$ cat config.mk
export PLATFORM = sky130hd
export DESIGN_NAME = masa_alu
export DESIGN_NICKNAME = d
export VERILOG_FILES = /design/src/masa_pkg.sv /design/src/masa_alu.sv
export SDC_FILE = /design/constraint.sdc
export NUM_CORES = 1
export LEC_CHECK = 0
export BUFFER_PORTS_ARGS = -buffer_cell sky130_fd_sc_hd__buf_2
export CAP_MARGIN = 20
export CORE_ASPECT_RATIO = 1.4
export CORE_MARGIN = 1
export CORE_UTILIZATION = 40
export CTS_CLUSTER_DIAMETER = 80
export DETAILED_ROUTE_END_ITERATION = 10
export HOLD_SLACK_MARGIN = 0.1
export SETUP_SLACK_MARGIN = 0.02
export SYNTH_ARGS = -nofsm -noshare
export SYNTH_HDL_FRONTEND = slang
export SYNTH_SLANG_ARGS = --single-unit
$ cat constraint.sdc
create_clock -name pclk -period 4.39 [get_ports pclk]
set_input_delay 1.317 -clock pclk [delete_from_list [all_inputs] [get_ports pclk]]
set_output_delay 1.317 -clock pclk [all_outputs]
set_load 0.01 [all_outputs]
$ cat src/masa_pkg.sv
// Shared constants and types of the eight-bit arithmetic and shift datapath
package masa_pkg;

	// Datapath width
	localparam int MASA_DW = 8;

	// Register byte offsets on the bus
	localparam logic [7:0] MASA_OFS_WORK = 8'h00;
	localparam logic [7:0] MASA_OFS_FLAGS = 8'h04;
	localparam logic [7:0] MASA_OFS_CMD = 8'h08;
	localparam logic [7:0] MASA_OFS_MEMRES = 8'h0c;

	// Flag bit positions in the flags register
	localparam int MASA_F_NULL = 0;
	localparam int MASA_F_LINK = 1;
	localparam int MASA_F_HALF = 2;
	localparam int MASA_F_WRAP = 3;

	// Command register fields
	localparam int MASA_CMD_OP_LSB = 0;
	localparam int MASA_CMD_OPR_LSB = 8;

	// Reset values
	localparam logic [7:0] MASA_WORK_RST = 8'h00;
	localparam logic [3:0] MASA_FLAGS_RST = 4'h0;

	// Fixed operands
	localparam logic [7:0] MASA_ONE = 8'h01;
	localparam logic [7:0] MASA_ZERO = 8'h00;

	// Instruction codes seen from the decoder or the command register
	typedef enum logic [4:0] {
		MASA_OP_NOP = 5'h00,
		MASA_OP_ADD_AI = 5'h01,
		MASA_OP_ADD_AM = 5'h02,
		MASA_OP_ADD_MA = 5'h03,
		MASA_OP_ADDC_AM = 5'h04,
		MASA_OP_ADDC_MA = 5'h05,
		MASA_OP_ADDC_A = 5'h06,
		MASA_OP_ADDC_M = 5'h07,
		MASA_OP_SUB_AI = 5'h08,
		MASA_OP_SUB_AM = 5'h09,
		MASA_OP_SUB_MA = 5'h0a,
		MASA_OP_SUBC_AM = 5'h0b,
		MASA_OP_SUBC_MA = 5'h0c,
		MASA_OP_SUBC_A = 5'h0d,
		MASA_OP_SUBC_M = 5'h0e,
		MASA_OP_INC_M = 5'h0f,
		MASA_OP_DEC_M = 5'h10,
		MASA_OP_CLR_M = 5'h11,
		MASA_OP_SRZ_A = 5'h12,
		MASA_OP_SRZ_M = 5'h13,
		MASA_OP_SRC_A = 5'h14,
		MASA_OP_SRC_M = 5'h15,
		MASA_OP_SLZ_A = 5'h16,
		MASA_OP_SLZ_M = 5'h17,
		MASA_OP_SLC_A = 5'h18,
		MASA_OP_SLC_M = 5'h19,
		MASA_OP_SWAP_A = 5'h1a
	} masa_op_t;

	// Request from the instruction decoder
	typedef struct packed {
		logic valid;
		masa_op_t op;
		logic [7:0] operand;
	} masa_req_t;

	// Write-back toward data memory
	typedef struct packed {
		logic we;
		logic [7:0] data;
	} masa_mem_t;

endpackage : masa_pkg

$ cat src/masa_alu.sv
// Eight-bit arithmetic and shift datapath with an APB register slave
`timescale 1ns/1ps
// Operation
// - add immediate into working register, four flags
// - add memory byte, result to either place
// - add memory plus link bit, either place
// - add link bit alone, store in place
// - subtract immediate or memory from working register
// - memory minus working register into memory
// - working register minus memory minus link
// - memory minus working register minus link
// - subtract link bit alone, store in place
// - increment memory byte, four flags
// - decrement memory byte, four flags
// - clear memory byte, flags untouched
// - shift right zero fill, old b0 to link
// - shift right through link bit
// - shift left zero fill, old b7 to link
// - shift left through link bit
// - swap nibbles of working register, flags untouched
module masa_alu
	import masa_pkg::*;
#(
	parameter int ADDR_W = 8
) (
	input wire logic pclk,
	input wire logic presetn,
	input wire logic [ADDR_W-1:0] paddr,
	input wire logic psel,
	input wire logic penable,
	input wire logic pwrite,
	input wire logic [31:0] pwdata,
	output logic [31:0] prdata,
	output logic pready,
	output logic pslverr,
	input wire masa_req_t dec_req,
	output masa_mem_t mem_out,
	output logic done,
	output logic [7:0] working_register,
	output logic [3:0] flags
);

	////////////////////////////////////////////////////////////////
	// Arithmetic helper

	// Result record: {link, half, wrap, value}
	typedef struct packed {
		logic link;
		logic half;
		logic wrap;
		logic [7:0] value;
	} masa_sum_t;

	// Adds or subtracts with carry in; borrow reported as link set
	function automatic masa_sum_t masa_addsub(
		input logic [7:0] a,
		input logic [7:0] b,
		input logic cin,
		input logic sub
	);
		logic [7:0] bb;
		logic ci;
		logic [4:0] lo;
		logic [8:0] full;
		masa_sum_t r;
		bb = sub ? ~b : b;
		ci = sub ? ~cin : cin;
		// Two's complement addition serves both directions
		lo = {1'b0, a[3:0]} + {1'b0, bb[3:0]} + {4'h0, ci};
		full = {1'b0, a} + {1'b0, bb} + {8'h00, ci};
		// Carry inverted gives borrow on subtract
		r.link = full[8] ^ sub;
		r.half = lo[4] ^ sub;
		r.wrap = (a[7] == bb[7]) && (full[7] != a[7]);
		r.value = full[7:0];
		return r;
	endfunction : masa_addsub

	////////////////////////////////////////////////////////////////
	// Bus decode

	logic [7:0] acc_q; // Working register
	logic [3:0] flags_q; // Z, C, AC, OV
	logic [7:0] memres_q; // Last byte sent to memory
	logic [31:0] prdata_q; // Read data
	logic pready_q; // Zero wait access
	logic pslverr_q; // Unmapped offset
	logic mem_we_q; // Memory write strobe
	logic [7:0] mem_wdata_q; // Memory write data
	logic done_q; // Instruction retired

	logic setup; // Setup phase of a transfer
	logic acc_wr; // Access phase write, completing
	logic [7:0] ofs; // Offset in low byte
	logic hit; // Offset is mapped
	assign setup = psel && !penable;
	assign acc_wr = psel && penable && pwrite && pready_q;
	assign ofs = paddr[7:0];
	assign hit = (ofs == MASA_OFS_WORK) || (ofs == MASA_OFS_FLAGS) ||
		(ofs == MASA_OFS_CMD) || (ofs == MASA_OFS_MEMRES);

	////////////////////////////////////////////////////////////////
	// Instruction source

	masa_op_t op; // Selected operation
	logic [7:0] opnd; // Immediate or memory byte
	logic go; // Execute this cycle
	logic cmd_wr; // Command register write
	assign cmd_wr = acc_wr && (ofs == MASA_OFS_CMD);

	// Decoder has priority; a colliding bus command is dropped
	always_comb begin
		if (dec_req.valid) begin
			op = dec_req.op;
			opnd = dec_req.operand;
			go = 1'b1;
		end else begin
			op = masa_op_t'(pwdata[MASA_CMD_OP_LSB +: 5]);
			opnd = pwdata[MASA_CMD_OPR_LSB +: 8];
			go = cmd_wr;
		end
	end

	////////////////////////////////////////////////////////////////
	// Datapath

	masa_sum_t s; // Arithmetic result
	logic [7:0] res; // Value written back
	logic to_acc; // Result goes to working register
	logic to_mem; // Result goes to memory
	logic arith; // All four flags take the sum
	logic shift; // Only link takes the shifted-out bit
	logic sh_link; // Bit shifted out
	logic link; // Current link bit
	assign link = flags_q[MASA_F_LINK];

	// Operation decode and result selection
	always_comb begin
		s = masa_addsub(acc_q, opnd, 1'b0, 1'b0);
		res = s.value;
		to_acc = 1'b0;
		to_mem = 1'b0;
		arith = 1'b0;
		shift = 1'b0;
		sh_link = 1'b0;
		case (op)
			MASA_OP_ADD_AI, MASA_OP_ADD_AM: begin
				s = masa_addsub(acc_q, opnd, 1'b0, 1'b0);
				to_acc = 1'b1;
				arith = 1'b1;
			end
			MASA_OP_ADD_MA: begin
				s = masa_addsub(opnd, acc_q, 1'b0, 1'b0);
				to_mem = 1'b1;
				arith = 1'b1;
			end
			MASA_OP_ADDC_AM: begin
				s = masa_addsub(acc_q, opnd, link, 1'b0);
				to_acc = 1'b1;
				arith = 1'b1;
			end
			MASA_OP_ADDC_MA: begin
				s = masa_addsub(opnd, acc_q, link, 1'b0);
				to_mem = 1'b1;
				arith = 1'b1;
			end
			MASA_OP_ADDC_A: begin
				s = masa_addsub(acc_q, MASA_ZERO, link, 1'b0);
				to_acc = 1'b1;
				arith = 1'b1;
			end
			MASA_OP_ADDC_M: begin
				s = masa_addsub(opnd, MASA_ZERO, link, 1'b0);
				to_mem = 1'b1;
				arith = 1'b1;
			end
			MASA_OP_SUB_AI, MASA_OP_SUB_AM: begin
				s = masa_addsub(acc_q, opnd, 1'b0, 1'b1);
				to_acc = 1'b1;
				arith = 1'b1;
			end
			MASA_OP_SUB_MA: begin
				s = masa_addsub(opnd, acc_q, 1'b0, 1'b1);
				to_mem = 1'b1;
				arith = 1'b1;
			end
			MASA_OP_SUBC_AM: begin
				s = masa_addsub(acc_q, opnd, link, 1'b1);
				to_acc = 1'b1;
				arith = 1'b1;
			end
			MASA_OP_SUBC_MA: begin
				s = masa_addsub(opnd, acc_q, link, 1'b1);
				to_mem = 1'b1;
				arith = 1'b1;
			end
			MASA_OP_SUBC_A: begin
				s = masa_addsub(acc_q, MASA_ZERO, link, 1'b1);
				to_acc = 1'b1;
				arith = 1'b1;
			end
			MASA_OP_SUBC_M: begin
				s = masa_addsub(opnd, MASA_ZERO, link, 1'b1);
				to_mem = 1'b1;
				arith = 1'b1;
			end
			MASA_OP_INC_M: begin
				s = masa_addsub(opnd, MASA_ONE, 1'b0, 1'b0);
				to_mem = 1'b1;
				arith = 1'b1;
			end
			MASA_OP_DEC_M: begin
				s = masa_addsub(opnd, MASA_ONE, 1'b0, 1'b1);
				to_mem = 1'b1;
				arith = 1'b1;
			end
			MASA_OP_CLR_M: begin
				to_mem = 1'b1;
			end
			MASA_OP_SRZ_A, MASA_OP_SRZ_M, MASA_OP_SRC_A, MASA_OP_SRC_M,
			MASA_OP_SLZ_A, MASA_OP_SLZ_M, MASA_OP_SLC_A, MASA_OP_SLC_M: begin
				// Shifts act in place: the source is also the destination
				to_acc = op inside {MASA_OP_SRZ_A, MASA_OP_SRC_A, MASA_OP_SLZ_A, MASA_OP_SLC_A};
				to_mem = !to_acc;
				shift = 1'b1;
			end
			MASA_OP_SWAP_A: begin
				to_acc = 1'b1;
			end
			default: begin
				// No operation: nothing written
			end
		endcase
		// Value selection, source is the destination for shifts
		res = s.value;
		case (op)
			MASA_OP_CLR_M: res = MASA_ZERO;
			MASA_OP_SRZ_A, MASA_OP_SRZ_M, MASA_OP_SRC_A, MASA_OP_SRC_M: begin
				res = to_acc ? acc_q : opnd;
				sh_link = res[0];
				res = {(op == MASA_OP_SRC_A || op == MASA_OP_SRC_M) && link, res[7:1]};
			end
			MASA_OP_SLZ_A, MASA_OP_SLZ_M, MASA_OP_SLC_A, MASA_OP_SLC_M: begin
				res = to_acc ? acc_q : opnd;
				sh_link = res[7];
				res = {res[6:0], (op == MASA_OP_SLC_A || op == MASA_OP_SLC_M) && link};
			end
			MASA_OP_SWAP_A: res = {acc_q[3:0], acc_q[7:4]};
			default: res = s.value; // Keep the sum
		endcase
	end

	////////////////////////////////////////////////////////////////
	// Working register

	// Execution beats a same-cycle bus write
	always_ff @(posedge pclk or negedge presetn) begin
		if (!presetn) begin
			acc_q <= MASA_WORK_RST;
		end else if (go && to_acc) begin
			acc_q <= res;
		end else if (acc_wr && ofs == MASA_OFS_WORK) begin
			acc_q <= pwdata[7:0];
		end
	end

	////////////////////////////////////////////////////////////////
	// Flags

	// Arithmetic sets all four, shifts only link, others none
	always_ff @(posedge pclk or negedge presetn) begin
		if (!presetn) begin
			flags_q <= MASA_FLAGS_RST;
		end else if (go && arith) begin
			flags_q[MASA_F_NULL] <= (s.value == MASA_ZERO);
			flags_q[MASA_F_LINK] <= s.link;
			flags_q[MASA_F_HALF] <= s.half;
			flags_q[MASA_F_WRAP] <= s.wrap;
		end else if (go && shift) begin
			flags_q[MASA_F_LINK] <= sh_link;
		end else if (acc_wr && ofs == MASA_OFS_FLAGS) begin
			flags_q <= pwdata[3:0];
		end
	end

	////////////////////////////////////////////////////////////////
	// Memory write-back

	// One-cycle strobe the edge after the request
	always_ff @(posedge pclk or negedge presetn) begin
		if (!presetn) begin
			mem_we_q <= 1'b0;
			mem_wdata_q <= MASA_ZERO;
			memres_q <= MASA_ZERO;
			done_q <= 1'b0;
		end else begin
			mem_we_q <= go && to_mem;
			done_q <= go;
			if (go && to_mem) begin
				mem_wdata_q <= res;
				memres_q <= res;
			end
		end
	end

	////////////////////////////////////////////////////////////////
	// Bus answer

	// Data captured in setup so pready and prdata both come from flops
	always_ff @(posedge pclk or negedge presetn) begin
		if (!presetn) begin
			pready_q <= 1'b0;
			pslverr_q <= 1'b0;
			prdata_q <= 32'h0000_0000;
		end else begin
			pready_q <= setup;
			pslverr_q <= setup && !hit;
			if (setup) begin
				case (ofs)
					MASA_OFS_WORK: prdata_q <= {24'h00_0000, acc_q};
					MASA_OFS_FLAGS: prdata_q <= {28'h000_0000, flags_q};
					MASA_OFS_MEMRES: prdata_q <= {24'h00_0000, memres_q};
					default: prdata_q <= 32'h0000_0000;
				endcase
			end
		end
	end

	assign prdata = prdata_q;
	assign pready = pready_q;
	assign pslverr = pslverr_q;
	assign mem_out = '{we: mem_we_q, data: mem_wdata_q};
	assign done = done_q;
	assign working_register = acc_q;
	assign flags = flags_q;

endmodule : masa_alu

==> qor.csv <==
metric,value,unit
ant_nets,0,
cts_sinks,32,
die_area,16600,µm²
min_path_type,reg -> reg,
power_density,620,nW/µm²
critPathKind,in -> reg,
overflow,0,
violations,setup timing,
setup_tns,-166,ps
ios,115,
finalSetupViolations,6,
design_power_total,5.66,mW
route.detailed.wl_per_inst,22.2,µm
start_kind,primary input,
area_delta_synth_final,42.0,%
ys_seq_area_share,12.4,%
drive_gt1_share,36.5,%
min_period,4440,ps
path_max_fanout,7,
row_count,54,
relSlewSlack,39.2,%
power_frac_comb,84.6,%
clockBufferDepth,2,
port_buffers,74,
tritoncts,yes,
cpPeakStageDelay,520,ps
max-vdd-ir-drop,0.253,mV
final_cell_mix,"225 x buf_4, 75 x nor2_1, 74 x buf_2",
ys.flop_type,dfrtp_1,
cp-end-kind,register,
place.gp.congestion,1.03,
tightest_slew,899,ps
skew,3.68,ps
fillers,1552,
rsz0062_at_grt,true,
drc,0,
p_switching,2.79,mW
grt_pass1_wl,44.2,mm
placed_area,8720,µm²
setup_slack,-51.4,ps
fin_util,58.3,%
cts-root-buf,clkbuf_16,
die_w,109,µm
yosysWarnings,0,
required,4570,ps
fmax,225,MHz
crit_arrival,4620,ps
worstSkewPairLatency,280,ps
drt_wl_total,29.5,mm
finalCritPeriodShare,101,%
power.internal,2.87,mW
synth.distinct_cells,92,
drt_iter0_drc,568,
antenna_found_initial,0,
cts_made_buffers,5,
vias,8168,
fin_area,9140,µm²
p_leak,4.11,nW
via_per_inst,6.15,
first_global_vias,7893,
initial_core_util,41.1,%
grtUsageTotal,35.5,%
placedCellCount,1311,
avgSynthCellArea,7.39,µm²
synthArstFlopShare,100,%
hold_violations,0,
fin_cells,1329,
coreArea,15700,µm²
cap_viol_max_count,0,
grt_start_max_net_pins,34,
status,finished with violations,
syn_area,6440,µm²
diodes,0,
dr.pass1.iters,8,
die_y,152,µm
ys_ff_latch,32,
path_clk_slew,50,ps
cpMaxStageDelayCell,or4b_4,
synth_cells,871,
worstPathCellList,buf_12 > buf_8 > mux2i_4 > inv_4 > ha_4 > fa_2 > a211oi_4 > nor2_4 > nor4_4 > buf_4 > nand2_4 > o31a_1 > o21ai_1 > or4b_4 > o31ai_2,
drv_slew,0,
htree_levels,2,
final_nets,1238,
hpwlAfterDp,24.1,mm
clkPwrFrac,6.8,%
layout_commonest_cell,buf_4,
sw_frac_of_total,49.3,%
pwr-share-seq,8.6,%
synth-edff-count,0,
-- power groups by stage --
stage	clock network (mW)	registers, mW	logic (mW)
after floorplan	0	0.522	2.39
after global placement	0	0.486	4.39
after detailed placement	0	0.485	4.43
after CTS	0.392	0.484	4.53
after global routing	0.405	0.495	5.10
final	0.388	0.485	4.79
-- metrics by stage --
stage,hold WS [ps],setup WS [ps]
2_1_floorplan,517,-526
3_3_place_gp,462,-601
3_5_place_dp,468,-604
4_1_cts,480,25.8
5_1_grt,499,-153
6_report,472,-51.4
-- cell type report --
type	instances	area (µm²)	area share [%]
Multi-Input combinational cell	749	5640	61.7
Clock inverter	2	35.0	0.383
Inverter	40	153	1.67
Clock buffer	6	129	1.41
Tap cell	196	245	2.68
Sequential cell	32	801	8.76
Timing Repair Buffer	304	2140	23.4
-- synthesized netlist by cell type (all sizes together), types with 9 or more instances --
| cell type | number | area [µm²] |
|---|---|---|
| o21ai | 58 | 290 |
| a21o | 9 | 67.6 |
| nor2 | 77 | 289 |
| o21a | 9 | 67.6 |
| buf | 40 | 287 |
| xnor2 | 26 | 228 |
| a211oi | 14 | 110 |
| nand2 | 53 | 199 |
| nor4 | 9 | 62.6 |
| and3 | 13 | 81.3 |
| a31oi | 12 | 75.1 |
| mux2 | 11 | 124 |
| dfrtp | 32 | 801 |
| nand3 | 30 | 150 |
| clkbuf | 33 | 124 |
| ha | 44 | 551 |
| nor3 | 28 | 140 |
| o31ai | 12 | 95.1 |
| nor3b | 11 | 82.6 |
| a21oi | 56 | 288 |
| nand4 | 11 | 68.8 |
| mux2i | 30 | 304 |
| a22oi | 12 | 90.1 |
| inv | 40 | 150 |
| o22ai | 27 | 175 |
| and2 | 11 | 68.8 |
-- routing by layer --
metal | vias to the layer above | part of all wire (%) | track usage, %
met3 | 122 | 6.7 | 4.08
met5 | - | 0 | 0
met1 | 3836 | 38 | 42.5
met2 | 404 | 47 | 59.9
met4 | 0 | 7.4 | 20.9
li1 | 3806 | - | -
-- critical path, delay by kind of cell --
family	cells	cell delay, ps
AO/OA/AOI/OAI	4	890
adder cells (fa/ha/maj)	2	570
buffers and inverters	4	510
multiplexers	1	310
AND/OR/NAND/NOR	4	1030
-- timing repair --
item                       in CTS  in global routing
hold buffers                    0                  0
resized for setup              19                 23
hold endpoints to repair        0                  0
setup buffers                   1                  9
pin swaps                      10                 14
setup endpoints to repair      16                 13
-- sequential cells by signal, indices dropped and copies added (netlist names) --
| name | count |
|---|---|
| flags | 4 |
| pready | 1 |
| memres_q | 8 |
| done | 1 |
| pslverr | 1 |
| working_register | 8 |
| prdata | 8 |
| mem_we_q | 1 |
-- cells by family after synthesis --
logic type	count (synthesis)	share of synthesized area [%]
buffers and inverters	113	8.71
muxes	41	6.65
adders and majority gates	47	9.49
other	1	0.0583
AOI/OAI and AO/OA	296	32.1
DFF	32	12.4
xor gates and xnor gates	34	4.63
and+or+nand+nor	307	25.9
-- final timing paths --
kind                            slack [ps]                start        end  depth (start not counted)
worst max-delay path                   -50          dec_req[13]   flags[0]                         15
worst min-delay path                   470            prdata[5]  prdata[5]                          2
worst max register to register         780  working_register[0]   flags[0]                         12
worst min register to register         470            prdata[5]  prdata[5]                          2
max in group asynchronous             2830              presetn   flags[1]                          1
min in group asynchronous             1100              presetn  prdata[6]                          1
(Power assumes the default switching activity.)
